### src/include/dssp_pkg.sv
// Purpose: Shared types, constants and compander functions for the serial port pair
// Assumes: 16-bit core words, 100 MHz system clock
// Notes: Compander works on right-justified 14-bit (mu) or 13-bit (A) linear data
package dssp_pkg;

	localparam int PORTS = 2;
	localparam int WORD_W = 16;
	localparam int DIV_W = 16;
	localparam int AB_W = 14;
	localparam int RX_BUF_DEPTH = 2;
	localparam logic [3:0] SLEN_MIN = 4'h2;
	localparam logic [3:0] SLEN_MAX = 4'hf;
	localparam logic [4:0] MC_LAST_24 = 5'h17;
	localparam logic [4:0] MC_LAST_32 = 5'h1f;
	localparam logic [4:0] CNT_RST = 5'h00;
	localparam logic [DIV_W-1:0] DIV_RST = 16'h0000;
	localparam logic [13:0] MU_BIAS = 14'h0021;
	localparam logic [13:0] MU_CLIP = 14'h1fff;
	localparam logic [11:0] A_CLIP = 12'hfff;
	localparam logic [7:0] A_XOR = 8'h55;

	typedef enum logic [1:0] {
		COMP_NONE = 2'b00,
		COMP_RSVD = 2'b01,
		COMP_MU = 2'b10,
		COMP_A = 2'b11
	} dssp_comp_t;

	typedef struct packed {
		logic int_sclk;
		logic rx_fs_en;
		logic rx_fs_int;
		logic tx_fs_en;
		logic tx_fs_int;
		logic fs_inv;
		logic fs_alt;
		logic [3:0] slen;
		dssp_comp_t comp;
		logic [DIV_W-1:0] sclk_div;
		logic rx_ab_en;
		logic tx_ab_en;
		logic [AB_W-1:0] ab_len;
	} dssp_cfg_t;

	typedef struct packed {
		logic sclk;
		logic rfs;
		logic tfs;
		logic dr;
	} dssp_pin_in_t;

	typedef struct packed {
		logic sclk;
		logic sclk_oe_n;
		logic rfs;
		logic rfs_oe_n;
		logic tfs;
		logic tfs_oe_n;
		logic dt;
		logic dt_oe_n;
	} dssp_pin_out_t;

	function automatic logic [7:0] mu_compress(input logic [15:0] x);
		logic s;
		logic [13:0] m;
		logic [2:0] seg;
		s = x[15];
		m = s ? 14'(~x[13:0] + 14'h0001) : x[13:0];
		m = (m > MU_CLIP - MU_BIAS) ? MU_CLIP : m + MU_BIAS;
		seg = 3'h0;
		for (int i = 6; i <= 12; i++) begin
			if (m[i]) seg = 3'(i - 5);
		end
		mu_compress = ~{s, seg, 4'(m >> ({1'b0, seg} + 4'h1))};
	endfunction : mu_compress

	function automatic logic [15:0] mu_expand(input logic [7:0] c);
		logic [7:0] u;
		logic [15:0] v;
		u = ~c;
		v = {2'b00, 14'(((14'({u[3:0], 1'b1}) + 14'h0020) << u[6:4]) - MU_BIAS)};
		mu_expand = u[7] ? 16'(~v + 16'h0001) : v;
	endfunction : mu_expand

	function automatic logic [7:0] a_compress(input logic [15:0] x);
		logic [12:0] a;
		logic [11:0] m;
		logic [2:0] seg;
		a = x[15] ? 13'(~x[12:0] + 13'h0001) : x[12:0];
		m = a[12] ? A_CLIP : a[11:0];
		seg = 3'h0;
		for (int i = 5; i <= 11; i++) begin
			if (m[i]) seg = 3'(i - 4);
		end
		a_compress = {~x[15], seg, (seg == 3'h0) ? m[4:1] : 4'(m >> seg)} ^ A_XOR;
	endfunction : a_compress

	function automatic logic [15:0] a_expand(input logic [7:0] c);
		logic [7:0] u;
		logic [12:0] m;
		logic [15:0] v;
		u = c ^ A_XOR;
		if (u[6:4] == 3'h0) m = 13'({u[3:0], 1'b1});
		else m = (13'({u[3:0], 1'b1}) + 13'h0020) << (u[6:4] - 3'h1);
		v = {3'b000, m};
		a_expand = u[7] ? v : 16'(~v + 16'h0001);
	endfunction : a_expand

endpackage : dssp_pkg

### src/logic/dssp_top.sv
// Purpose: Pair of synchronous serial ports with framing and companding; multichannel on port zero only
// Assumes: Link pins come from outside the clock domain; link clock well below clk_i/4
// Notes: Port one can hand its pins to interrupt and flag functions at any time
`timescale 1ns/1ps
module dssp_top import dssp_pkg::*; (
	input wire logic clk_i,
	input wire logic sys_rst_i,
	input wire dssp_cfg_t [PORTS-1:0] cfg_i,
	input wire dssp_pin_in_t [PORTS-1:0] pin_i,
	output dssp_pin_out_t [PORTS-1:0] pin_o,
	input wire logic [PORTS-1:0] tx_valid_i,
	input wire logic [PORTS-1:0][WORD_W-1:0] tx_data_i,
	output logic [PORTS-1:0] tx_ready_o,
	output logic [PORTS-1:0] rx_valid_o,
	output logic [PORTS-1:0][WORD_W-1:0] rx_data_o,
	input wire logic [PORTS-1:0] rx_ready_i,
	output logic [PORTS-1:0] rx_irq_o,
	output logic [PORTS-1:0] tx_irq_o,
	output logic [PORTS-1:0] rx_overrun_o,
	input wire logic mc_en_i,
	input wire logic mc_32_i,
	input wire logic [31:0] mc_rx_mask_i,
	input wire logic [31:0] mc_tx_mask_i,
	input wire logic p1_alt_i,
	input wire logic flag_output_i,
	output logic ext_interrupt_a_o,
	output logic ext_interrupt_b_o,
	output logic flag_input_o
);
	dssp_pin_in_t [PORTS-1:0] s1_q;
	dssp_pin_in_t [PORTS-1:0] s2_q;
	logic [PORTS-1:0] sck_s3_q;
	logic flag_out_q;

	// Two-stage synchronisers on every link input
	always_ff @(posedge clk_i) begin
		if (sys_rst_i) begin
			s1_q <= '0;
			s2_q <= '0;
		end else begin
			s1_q <= pin_i;
			s2_q <= s1_q;
		end
	end

	always_ff @(posedge clk_i) begin
		if (sys_rst_i) sck_s3_q <= '0;
		else begin
			for (int k = 0; k < PORTS; k++) begin
				sck_s3_q[k] <= s2_q[k].sclk;
			end
		end
	end

	// Port one alternate pin functions, switchable at run time
	always_ff @(posedge clk_i) begin
		if (sys_rst_i) begin
			ext_interrupt_a_o <= 1'b0;
			ext_interrupt_b_o <= 1'b0;
			flag_input_o <= 1'b0;
			flag_out_q <= 1'b0;
		end else begin
			ext_interrupt_a_o <= p1_alt_i && s2_q[1].rfs;
			ext_interrupt_b_o <= p1_alt_i && s2_q[1].tfs;
			flag_input_o <= p1_alt_i && s2_q[1].dr;
			flag_out_q <= flag_output_i;
		end
	end

	for (genvar p = 0; p < PORTS; p++) begin : g_port
		dssp_cfg_t c;
		logic alt;
		logic en;
		logic mc;
		logic [DIV_W-1:0] dcnt_q;
		logic sck_q;
		logic tick;
		logic rise;
		logic fall;
		logic [3:0] slen;
		logic [15:0] mask;
		logic rfs_seen;
		logic tfs_seen;
		logic fsr_q;
		logic fst_q;
		logic [4:0] rx_cnt_q;
		logic [15:0] rx_sh_q;
		logic [4:0] slot_q;
		logic mc_run_q;
		logic [4:0] slast;
		logic mc_cont;
		logic rx_go;
		logic rx_now;
		logic rx_done;
		logic rx_keep;
		logic [15:0] rx_word;
		logic [15:0] rx_data;
		logic buf_ready;
		logic [AB_W-1:0] rx_ab_q;
		logic rx_ab_wrap;
		logic [4:0] tx_cnt_q;
		logic [15:0] tx_sh_q;
		logic [15:0] tx_buf_q;
		logic tx_full_q;
		logic tx_go;
		logic tx_load;
		logic [4:0] tx_slot;
		logic tx_sel;
		logic [15:0] tx_data;
		logic tx_done;
		logic dt_q;
		logic drv_q;
		logic [AB_W-1:0] tx_ab_q;
		logic tx_ab_wrap;
		logic rx_irq_q;
		logic tx_irq_q;
		logic ovr_q;

		assign c = cfg_i[p];
		assign alt = (p == 1) && p1_alt_i;
		assign en = !alt;
		assign mc = (p == 0) && mc_en_i;
		assign slen = (c.slen < SLEN_MIN) ? SLEN_MIN : c.slen;
		assign mask = 16'hffff >> (SLEN_MAX - slen);

		// Internal serial clock divider, kept running in alternate mode
		assign tick = (dcnt_q == c.sclk_div);
		always_ff @(posedge clk_i) begin
			if (sys_rst_i) begin
				dcnt_q <= DIV_RST;
				sck_q <= 1'b0;
			end else if (tick) begin
				dcnt_q <= DIV_RST;
				sck_q <= !sck_q;
			end else begin
				dcnt_q <= dcnt_q + 1'b1;
			end
		end

		// Edge enables from internal or external clock
		assign rise = c.int_sclk ? (tick && !sck_q) : (s2_q[p].sclk && !sck_s3_q[p]);
		assign fall = c.int_sclk ? (tick && sck_q) : (!s2_q[p].sclk && sck_s3_q[p]);

		assign rfs_seen = c.rx_fs_int ? fsr_q : (s2_q[p].rfs ^ c.fs_inv);
		assign tfs_seen = c.tx_fs_int ? fst_q : (s2_q[p].tfs ^ c.fs_inv);

		// Receive section
		assign slast = mc_32_i ? MC_LAST_32 : MC_LAST_24;
		assign mc_cont = mc && mc_run_q && (slot_q != slast);
		assign rx_go = rise && en && (rx_cnt_q == CNT_RST)
			&& (!c.rx_fs_en || rfs_seen || mc_cont);
		assign rx_now = !c.rx_fs_en || c.fs_alt || (mc_cont && !rfs_seen);
		assign rx_done = rise && en && (rx_cnt_q == 5'h01);

		always_ff @(posedge clk_i) begin
			if (sys_rst_i) begin
				rx_cnt_q <= CNT_RST;
				rx_sh_q <= '0;
			end else if (rise && en) begin
				if (rx_cnt_q != CNT_RST) begin
					rx_sh_q <= {rx_sh_q[14:0], s2_q[p].dr};
					rx_cnt_q <= rx_cnt_q - 5'h01;
				end else if (rx_go && rx_now) begin
					rx_sh_q <= {rx_sh_q[14:0], s2_q[p].dr};
					rx_cnt_q <= {1'b0, slen};
				end else if (rx_go) begin
					rx_cnt_q <= {1'b0, slen} + 5'h01;
				end
			end
		end

		// Internal receive sync, changed on falling edges
		always_ff @(posedge clk_i) begin
			if (sys_rst_i) fsr_q <= 1'b0;
			else if (fall) begin
				fsr_q <= c.rx_fs_en && c.rx_fs_int && en && !mc_cont
					&& (c.fs_alt ? (rx_cnt_q != 5'h01) : (rx_cnt_q == CNT_RST));
			end
		end

		// Multichannel slot tracking
		always_ff @(posedge clk_i) begin
			if (sys_rst_i) begin
				slot_q <= CNT_RST;
				mc_run_q <= 1'b0;
			end else if (!mc) begin
				mc_run_q <= 1'b0;
			end else if (rx_go) begin
				slot_q <= rfs_seen ? CNT_RST : slot_q + 5'h01;
				if (rfs_seen) mc_run_q <= 1'b1;
			end
		end

		assign rx_keep = !mc || mc_rx_mask_i[slot_q];
		assign rx_word = {rx_sh_q[14:0], s2_q[p].dr} & mask;
		always_comb begin
			case (c.comp)
				COMP_MU: rx_data = mu_expand(rx_word[7:0]);
				COMP_A: rx_data = a_expand(rx_word[7:0]);
				default: rx_data = rx_word;
			endcase
		end

		// Receive holding stage; second word slot absorbs a core stall
		dssp_fifo #(
			.W(WORD_W),
			.DEPTH(RX_BUF_DEPTH)
		) u_rx_buf (
			.clk_i(clk_i),
			.sys_rst_i(sys_rst_i),
			.in_valid_i(rx_done && rx_keep),
			.in_ready_o(buf_ready),
			.in_data_i(rx_data),
			.out_valid_o(rx_valid_o[p]),
			.out_ready_i(rx_ready_i[p]),
			.out_data_o(rx_data_o[p])
		);

		assign rx_ab_wrap = (rx_ab_q == c.ab_len - 1'b1);
		always_ff @(posedge clk_i) begin
			if (sys_rst_i || !c.rx_ab_en) rx_ab_q <= '0;
			else if (rx_done && rx_keep) rx_ab_q <= rx_ab_wrap ? '0 : rx_ab_q + 1'b1;
		end

		// Transmit section
		assign tx_slot = (rx_cnt_q == CNT_RST) ? CNT_RST : slot_q + 5'h01;
		assign tx_sel = !mc || mc_tx_mask_i[tx_slot];
		assign tx_go = mc
			? (rise && en && (((rx_cnt_q == CNT_RST) && rfs_seen)
				|| ((rx_cnt_q == 5'h01) && mc_cont)))
			: (rise && en && (tx_cnt_q == CNT_RST) && (!c.tx_fs_en || tfs_seen
				|| (c.fs_alt && c.tx_fs_int)));
		assign tx_load = tx_go && tx_sel && tx_full_q;
		assign tx_done = fall && (tx_cnt_q == 5'h01);

		always_comb begin
			case (c.comp)
				COMP_MU: tx_data = {8'h00, mu_compress(tx_buf_q)};
				COMP_A: tx_data = {8'h00, a_compress(tx_buf_q)};
				default: tx_data = tx_buf_q;
			endcase
		end

		// Holding register feeds the shifter
		always_ff @(posedge clk_i) begin
			if (sys_rst_i) begin
				tx_full_q <= 1'b0;
				tx_buf_q <= '0;
			end else if (tx_load) begin
				tx_full_q <= 1'b0;
			end else if (tx_valid_i[p] && !tx_full_q && en) begin
				tx_buf_q <= tx_data_i[p];
				tx_full_q <= 1'b1;
			end
		end

		always_ff @(posedge clk_i) begin
			if (sys_rst_i) begin
				tx_cnt_q <= CNT_RST;
				tx_sh_q <= '0;
				dt_q <= 1'b0;
				drv_q <= 1'b0;
			end else if (tx_load) begin
				tx_sh_q <= tx_data << (SLEN_MAX - slen);
				tx_cnt_q <= {1'b0, slen} + 5'h01;
			end else if (fall) begin
				if (tx_cnt_q != CNT_RST) begin
					dt_q <= tx_sh_q[15];
					tx_sh_q <= {tx_sh_q[14:0], 1'b0};
					tx_cnt_q <= tx_cnt_q - 5'h01;
					drv_q <= 1'b1;
				end else begin
					drv_q <= 1'b0;
				end
			end
		end

		// Internal transmit sync
		always_ff @(posedge clk_i) begin
			if (sys_rst_i) fst_q <= 1'b0;
			else if (fall) begin
				fst_q <= c.tx_fs_en && c.tx_fs_int && en && !mc
					&& (c.fs_alt ? (tx_cnt_q != CNT_RST)
						: ((tx_cnt_q == CNT_RST) && tx_full_q));
			end
		end

		assign tx_ab_wrap = (tx_ab_q == c.ab_len - 1'b1);
		always_ff @(posedge clk_i) begin
			if (sys_rst_i || !c.tx_ab_en) tx_ab_q <= '0;
			else if (tx_done) tx_ab_q <= tx_ab_wrap ? '0 : tx_ab_q + 1'b1;
		end

		// Word and buffer interrupts, one-cycle pulses
		always_ff @(posedge clk_i) begin
			if (sys_rst_i) begin
				rx_irq_q <= 1'b0;
				tx_irq_q <= 1'b0;
				ovr_q <= 1'b0;
			end else begin
				rx_irq_q <= rx_done && rx_keep && (!c.rx_ab_en || rx_ab_wrap);
				tx_irq_q <= tx_done && (!c.tx_ab_en || tx_ab_wrap);
				ovr_q <= rx_done && rx_keep && !buf_ready;
			end
		end

		assign rx_irq_o[p] = rx_irq_q;
		assign tx_irq_o[p] = tx_irq_q;
		assign rx_overrun_o[p] = ovr_q;
		assign tx_ready_o[p] = !tx_full_q && en;

		assign pin_o[p] = '{
			sclk: sck_q,
			sclk_oe_n: !c.int_sclk,
			rfs: fsr_q ^ c.fs_inv,
			rfs_oe_n: alt || !(c.rx_fs_en && c.rx_fs_int),
			tfs: fst_q ^ c.fs_inv,
			tfs_oe_n: alt || !(c.tx_fs_en && c.tx_fs_int),
			dt: alt ? flag_out_q : dt_q,
			dt_oe_n: alt ? 1'b0 : !drv_q
		};
	end

endmodule : dssp_top

### src/logic/dssp_fifo.sv
// Purpose: Small word buffer with valid/ready on both sides
// Assumes: Single clock, synchronous active-high reset
// Notes: Depth and width are parameters; default depth two
`timescale 1ns/1ps
module dssp_fifo #(
	parameter int W = 16,
	parameter int DEPTH = 2
) (
	input wire logic clk_i,
	input wire logic sys_rst_i,
	input wire logic in_valid_i,
	output logic in_ready_o,
	input wire logic [W-1:0] in_data_i,
	output logic out_valid_o,
	input wire logic out_ready_i,
	output logic [W-1:0] out_data_o
);
	localparam int AW = (DEPTH > 1) ? $clog2(DEPTH) : 1;
	localparam logic [AW-1:0] LAST = AW'(DEPTH - 1);
	localparam logic [AW:0] FULL = (AW + 1)'(DEPTH);

	logic [W-1:0] mem_q [DEPTH];
	logic [AW-1:0] wr_q;
	logic [AW-1:0] rd_q;
	logic [AW:0] cnt_q;
	logic push;
	logic pop;

	assign in_ready_o = (cnt_q != FULL);
	assign out_valid_o = (cnt_q != '0);
	assign out_data_o = mem_q[rd_q];
	assign push = in_valid_i && in_ready_o;
	assign pop = out_valid_o && out_ready_i;

	always_ff @(posedge clk_i) begin
		if (push) mem_q[wr_q] <= in_data_i;
	end

	always_ff @(posedge clk_i) begin
		if (sys_rst_i) begin
			wr_q <= '0;
			rd_q <= '0;
		end else begin
			if (push) wr_q <= (wr_q == LAST) ? '0 : wr_q + 1'b1;
			if (pop) rd_q <= (rd_q == LAST) ? '0 : rd_q + 1'b1;
		end
	end

	always_ff @(posedge clk_i) begin
		if (sys_rst_i) cnt_q <= '0;
		else if (push && !pop) cnt_q <= cnt_q + 1'b1;
		else if (pop && !push) cnt_q <= cnt_q - 1'b1;
	end

endmodule : dssp_fifo

### config.mk
export PLATFORM = sky130hd
export DESIGN_NAME = dssp_top
export DESIGN_NICKNAME = d
export VERILOG_FILES = /design/src/include/dssp_pkg.sv /design/src/logic/dssp_top.sv /design/src/logic/dssp_fifo.sv
export SDC_FILE = /design/constraint.sdc
export NUM_CORES = 1
export LEC_CHECK = 0
export BUFFER_PORTS_ARGS = -buffer_cell sky130_fd_sc_hd__buf_2
export CORE_UTILIZATION = 45
export CTS_BUF_LIST = sky130_fd_sc_hd__clkbuf_16
export CTS_CLUSTER_SIZE = 30
export DETAILED_ROUTE_END_ITERATION = 16
export PLACE_DENSITY = 0.67
export SKIP_CTS_REPAIR_TIMING = 1
export SLEW_MARGIN = 20
export SYNTH_ARGS = -nofsm -noshare
export SYNTH_HDL_FRONTEND = slang
export SYNTH_SLANG_ARGS = --single-unit
### constraint.sdc
create_clock -name clk_i -period 6.4 [get_ports clk_i]
set_input_delay 0.32 -clock clk_i [delete_from_list [all_inputs] [get_ports clk_i]]
set_output_delay 0.32 -clock clk_i [all_outputs]
set_load 0.02 [all_outputs]
# After elaboration in Yosys (flattened, before gate mapping)
# Memories as Yosys holds them, arrays and structs flattened. A register that Yosys moved wholly into a read port is not among the register bits.
# Cells that the tools add are included.
dict set report word_totals {
  inputBits 204
  wordCells 470
  n_memories 2
  ram_bits 64
  output_inout_bits 61
  register_bits 256
}
dict set report op_classes {
  order_cmp 6
  n_addsub 45
  n_shift 12
  n_eq_ne 19
  reduce_logical 170
  muxes 122
  bitwise_logic 31
}
# memory words width read_ports rd_clocked_by_memory_dff write_ports line_no
set memory_table {}
lappend memory_table {{g_port[0].u_rx_buf.mem_q} 2 16 1 1 1 dssp_fifo.sv:22} ;# logic [W-1:0] mem_q [DEPTH];
lappend memory_table {{g_port[1].u_rx_buf.mem_q} 2 16 1 1 1 dssp_fifo.sv:22}
# op n
set op_table {}
lappend op_table {{$mux W16} 10}
lappend op_table {{$pmux W16 S2} 4}
lappend op_table {{$mux W14} 8}
lappend op_table {{$add A16 B1 Y16 const B} 6}
lappend op_table {{$add A14 B1 Y14 const B} 6}
lappend op_table {{$mux W3} 28}
lappend op_table {{$mux W13} 6}
lappend op_table {{$logic_and A1 B1 Y1} 70}
lappend op_table {{$mux W5} 14}
lappend op_table {{$mux W15} 4}
lappend op_table {{$eq A14 B14 Y1} 4}
lappend op_table {{$mux W1} 35}
lappend op_table {{$logic_not A1 Y1} 34}
lappend op_table {{$and A16 B16 Y16} 2}
lappend op_table {{$eq A16 B16 Y1} 2}
lappend op_table {{$not A13 Y16} 2}
lappend op_table {{$not A14 Y16} 2}
lappend op_table {{$not A8 Y8} 4}
lappend op_table {{$shl A16 B4 Y16} 2}
lappend op_table {{$shr A16 B4 Y16 const A} 2}
lappend op_table {{$add A14 B6 Y14 const B} 2}
lappend op_table {{$add A5 B6 Y7 const B} 4}
lappend op_table {{$gt A14 B13 Y1 const B} 2}
lappend op_table {{$not A14 Y14} 2}
lappend op_table {{other kinds (40)} 150}

# Longest topological paths before layout
dict set report logic_depth {
  word_depth 19
  depth_mapped 24
  depth_no_buf 21
}

# Hierarchy
# A second synthesis with hierarchy kept.
dict set report hier_totals {
  hier_cells 3127
  area_unflattened_um2 24676.2
}
# module n_inst cells_per_inst area_each_um2 seq_area_each_um2
set modules_own_cells {}
lappend modules_own_cells {dssp_top 1 2979 21923.5 4964.8}
lappend modules_own_cells {dssp_fifo 2 74 1376.3 1061.0}

# Worst setup path before layout
# OpenSTA, ideal clock, no wires.
dict set report synth_path {
  path_type {input to register}
  startpoint {input cfg_i[80] (netlist bit)}
  endpoint {memory g_port[1].u_rx_buf.mem_q[0][12] (data pin)}
  required_ps 6129
  arrival_ps 4825
  n_path_buf 3
  setup_time_ps 271
  slack_ps 1304
  cell_stages 21
  path_cell_list {clkbuf_1 inv_1 clkbuf_1 o21ai_0 inv_1 clkbuf_1 ha_1 nor2b_1 o21ai_1 ha_1 ha_1 nor2_1 a211oi_1 a21oi_1 or3b_2 or4_1 nor3b_1 nor2_1 xnor2_1 a32oi_1 o21ai_0}
}
dict set report synth_via {
  elab_chain_len 14
  elab_cells_between_ends 23
  cone_classes {add/sub (7); order compare (1); shift (3); mux (6); bitwise (5); reduce/logical (1)}
}
# item line_no
set synth_rtl {}
lappend synth_rtl {{start, declared} dssp_top.sv:8} ;# input wire dssp_cfg_t [PORTS-1:0] cfg_i,
lappend synth_rtl {{$lt A4 B2 Y1} dssp_top.sv:123} ;# assign slen = (c.slen < SLEN_MIN) ? SLEN_MIN : c.slen;
lappend synth_rtl {{$mux W4 (*)} dssp_top.sv:123}
lappend synth_rtl {{$sub A4 B4 Y4 (*)} dssp_top.sv:124} ;# assign mask = 16'hffff >> (SLEN_MAX - slen);
lappend synth_rtl {{$shr A16 B4 Y16 (*)} dssp_top.sv:124}
lappend synth_rtl {{$and A16 B16 Y16 (*)} dssp_top.sv:195} ;# assign rx_word = {rx_sh_q[14:0], s2_q[p].dr} & mask;
lappend synth_rtl {{branches (longest 8 deep; another with $add A16 B1 Y16)} -}
lappend synth_rtl {{$pmux W16 S2 (*)} dssp_top.sv:197} ;# case (c.comp)
lappend synth_rtl {{named net g_port[1].rx_data[12]} dssp_top.sv:97} ;# logic [15:0] rx_data;
lappend synth_rtl {{end, declared} dssp_fifo.sv:22}
# Mark *: on every way through the listed nets, which the timed path passes. The select of a mux whose other input is x is not followed.

# Worst setup path in the final report
dict set report layout_path {
  startpoint {register g_port[0].tx_buf_q[0]}
  endpoint {register g_port[0].tx_sh_q[7]}
}
dict set report layout_via {
  elab_chain_len 19
  elab_cells_between_ends 36
  cone_classes {add/sub (4); order compare (1); shift (3); mux (23); bitwise (4); reduce/logical (1)}
}
# item line_no
set layout_rtl {}
lappend layout_rtl {{start, declared} dssp_top.sv:103} ;# logic [15:0] tx_buf_q;
lappend layout_rtl {{start signal, assigned} dssp_top.sv:252} ;# tx_buf_q <= tx_data_i[p];
lappend layout_rtl {{$not A14 Y14} dssp_pkg.sv:68} ;# m = s ? 14'(~x[13:0] + 14'h0001) : x[13:0];
lappend layout_rtl {{$add A14 B1 Y14} dssp_pkg.sv:68}
lappend layout_rtl {{$mux W14} dssp_pkg.sv:68}
lappend layout_rtl {{$add A14 B6 Y14 or $gt A14 B13 Y1 (tied branches)} dssp_pkg.sv:69} ;# m = (m > MU_CLIP - MU_BIAS) ? MU_CLIP : m + MU_BIAS;
lappend layout_rtl {{$mux W14} dssp_pkg.sv:69}
lappend layout_rtl {{$mux W1} dssp_pkg.sv:72} ;# if (m[i]) seg = 3'(i - 5);
lappend layout_rtl {{$mux W3 (6 in a row)} dssp_pkg.sv:72}
lappend layout_rtl {{$mux W3} dssp_top.sv:237} ;# case (c.comp)
lappend layout_rtl {{$add A3 B1 Y4} dssp_pkg.sv:74} ;# mu_compress = ~{s, seg, 4'(m >> ({1'b0, seg} + 4'h1))};
lappend layout_rtl {{$shr A14 B4 Y4} dssp_pkg.sv:74}
lappend layout_rtl {{$not A8 Y8} dssp_pkg.sv:74}
lappend layout_rtl {{$pmux W16 S2 (*)} dssp_top.sv:237}
lappend layout_rtl {{$shl A16 B4 Y16 (*)} dssp_top.sv:264} ;# tx_sh_q <= tx_data << (SLEN_MAX - slen);
lappend layout_rtl {{$mux W16 (*)} dssp_top.sv:263} ;# end else if (tx_load) begin
lappend layout_rtl {{end signal, assigned} dssp_top.sv:264}
lappend layout_rtl {{end signal, assigned} dssp_top.sv:269} ;# tx_sh_q <= {tx_sh_q[14:0], 1'b0};
lappend layout_rtl {{end, declared} dssp_top.sv:102} ;# logic [15:0] tx_sh_q;
# Mark *: on every way between the ends. The rest lies on a longest branch, timed or not. The select of a mux whose other input is x is not followed.
# A chain may end at the register's enable or synchronous reset.

==> run metrics <==
run status=finished with violations; violations in the final reports=hold timing; maximum number of pins on one net before global-route repair=84; net count reported at finish=3520; clock root cell=clkbuf_16; synth cell count leaders=nand2_1 (358), nor2_1 (348), dfxtp_1 (258); P_leak=0.0103 uW; largest voltage drop on the vdd net=154 uV; metal1 wirelength=33200 um; share of cells above drive strength 1=14.8%; Total GRT Usage=26.4%; max-cap check violation count=0; count leader, synth=nand2_1; Via Count=24000; top-level I/O count=265; post-route total power=5520 uW; max-slew violation total from the final report=0; Hold/Removal Path Class=in2reg; synthesis-stage register bit count=322; met2 routed wirelength=34500 um; drt pass-1 iters=6; power density over cell area=201 nW/um2; x dimension of the die=235 um; routed wirelength normalized by instance count=18.9 um; setup total negative slack=0 ns; via count of the first global-routing pass=22641; initial antenna violation count=4; count of final hold-check violations=3; Net Count, Synth=3364; Crit path arrival time=6.17 ns; via/cell ratio=6.03; TritonCTS clock tree=built; starting DRC count in detailed routing=2247; count of flip-flops with a built-in enable after synthesis=64; wire length of the first global-routing pass=120000 um; Mean Syn Cell Area=7.85 um2; Cells after Synth=3107; period utilization=89.2%; vertical extent of the die=235 um; cell type with the largest total area after synthesis=dfxtp_1; critical path class=reg2reg; Mapped Area=24400 um2; sum of met3 wire segment lengths after detailed routing=5580 um; highest metal layer with signal wires=met5; insertion delay of the later-clocked pin in the worst-skew pair=0.57 ns; DRC violation count after routing=0; floorplan die area=55100 um2; final-layout worst hold slack=-0.00816 ns; async set-or-reset flop fraction in the synthesized netlist=0%; final worst path period need=5.71 ns; Least-Margin Pin Slew=1.15 ns; weighted congestion reported at the end of routability-driven placement=0.974; largest buffer count on any clock path=3; Site Rows=84; top_reg_cell synth=dfxtp_1; ranking of synthesized cells by area=dfxtp_1 (21%), edfxtp_1 (7.9%), xnor2_1 (6.5%), nand2_1 (5.5%), nor2_1 (5.4%); Critical Path Sink Type=flip-flop; clock-pin slew on the worst setup and hold paths=0.07 ns; crit path max fanout=13; CTS H-Tree Depth=2; unrepaired setup endpoints after global routing=no; CTS Buf Count=40; starting utilization of the core area=46.0%; routed wire length=75400 um; Data required, critical path=6.86 ns; worst clock skew=0.0368 ns; port bufs=264; type of origin of the critical path=flip-flop; part of the Yosys area used for sequential elements=29.1%; synth warn=0; Distinct cells, synth=109; CTS sink cnt=322; setup violators final=0; layout overhead on the synthesized area=12.6%; area share of the leading cell type in the synthesized netlist=21.2%; Core Region=53100 um2; DPL Wire Length=57000 um; grt ovf=0; max_slew headroom=22.8%; Fmax achieved=175 MHz; count of nets left with antenna violations after detail routing=0
## power breakdown
group	total [uW]	leakage (uW)	switching, uW	internal (uW)
Sequential	2150	0.00267	56.7	2090
Clock	2200	0.000652	931	1270
Combinational	1170	0.00701	745	422
## stage by stage
stage | instances | utilization [%] | worst slack, ns | cell area (um2) | hold slack, ns
floorplan | 3107 | - | 1.30 | 24400 | 0.410
global placement | 3890 | 49.0 | 0.934 | 26000 | 0.423
detailed placement | 3890 | 49.0 | 0.740 | 26000 | 0.420
CTS | 3962 | 51.4 | 0.838 | 27300 | -0.0770
global route | 3983 | 51.8 | 0.288 | 27500 | 0.000324
finish | 3983 | 51.8 | 0.689 | 27500 | -0.00816
## path summary, 6_finish.rpt
path / from / endpoint / slack, ns / depth (start not counted)
max: g_port[0].tx_buf_q[0] / g_port[0].tx_sh_q[7] / 0.69 / 15
min: tx_data_i[30] / g_port[1].tx_buf_q[14] / -0.008 / 3
max reg2reg: g_port[0].tx_buf_q[0] / g_port[0].tx_sh_q[7] / 0.69 / 15
min reg2reg: s1_q[3] / s2_q[3] / 0.43 / 1
## per-layer routing
metal	vias up	GRT usage, %
met4	4	8.83
met3	133	4.59
met1	11356	35.3
li1	11553	-
met2	954	43.0
met5	-	0
## layout make-up
class	instances	area [um2]
clock inverter	32	263
timing repair buffer	316	1770
tap	688	861
fill	5044	25600
clock buffer	40	1000
antenna	2	5.00
multi-input combinational	2501	16200
sequential	322	7090
inverter	82	308
## sequential cells by signal, indices dropped and copies added, names as in the netlist, 4 cells and up, named ones only
name,cells
s2_q,8
g_port.slot_q,5
g_port.dcnt_q,32
g_port.tx_ab_q,28
g_port.rx_ab_q,28
g_port.tx_buf_q,32
g_port.rx_cnt_q,10
g_port.rx_sh_q,30
g_port.tx_sh_q,32
s1_q,8
g_port.tx_cnt_q,10
g_port.u_rx_buf.mem_q,64
g_port.u_rx_buf.cnt_q,4
## cell usage in the layout (no fill, tap or decap), types with 17 or more instances in the layout
cell,synthesis,routed
dlygate4sd3_1,0,19
buf_4,13,33
a21oi_1,193,193
mux2i_1,91,91
clkbuf_16,0,40
o21ai_0,150,149
nand2b_1,27,27
a31oi_1,28,28
nor4_1,27,27
edfxtp_1,64,64
nand3_1,104,104
xnor2_1,180,180
or3_1,26,26
buf_2,14,263
inv_1,77,86
a211oi_1,46,46
o31ai_1,18,18
o211ai_1,45,45
and2_1,29,29
o221ai_1,17,17
xor2_1,118,118
nand4_1,43,43
nor3_1,98,98
nand2_1,358,357
ha_1,53,53
and3_1,42,42
mux2_2,50,50
nor2_1,348,348
dfxtp_1,258,258
nor2b_1,49,48
## critical path: stages, from the launching register on
cell and delay, ns:
dfxtp_1 0.39, inv_1 0.19, ha_1 0.43, or3b_2 0.52, o21ai_1 0.25, xor2_1 0.20, a2111oi_2 0.69, nand4_1 0.34
a21boi_1 0.51, a21o_1 0.43, a211oi_1 0.16, o31ai_2 0.56, o21ai_0 0.15, o22a_1 0.23, a211o_1 0.32, a211oi_1 0.24
## kinds of logic (layout without fill, tap and decap cells)
logic type / Yosys count / in the layout / synth area share, %
and+or+nand+nor: 1249 / 1249 / 24.6
AOI/OAI and AO/OA: 744 / 744 / 20.8
DFF: 322 / 322 / 29.1
xor gates and xnor gates: 299 / 299 / 10.8
buffers and inverters: 284 / 470 / 4.65
muxes: 156 / 156 / 7.43
adders and majority gates: 53 / 53 / 2.72
other: 0 / 2 / 0
No activity file was read; power rests on OpenSTA's default activity.
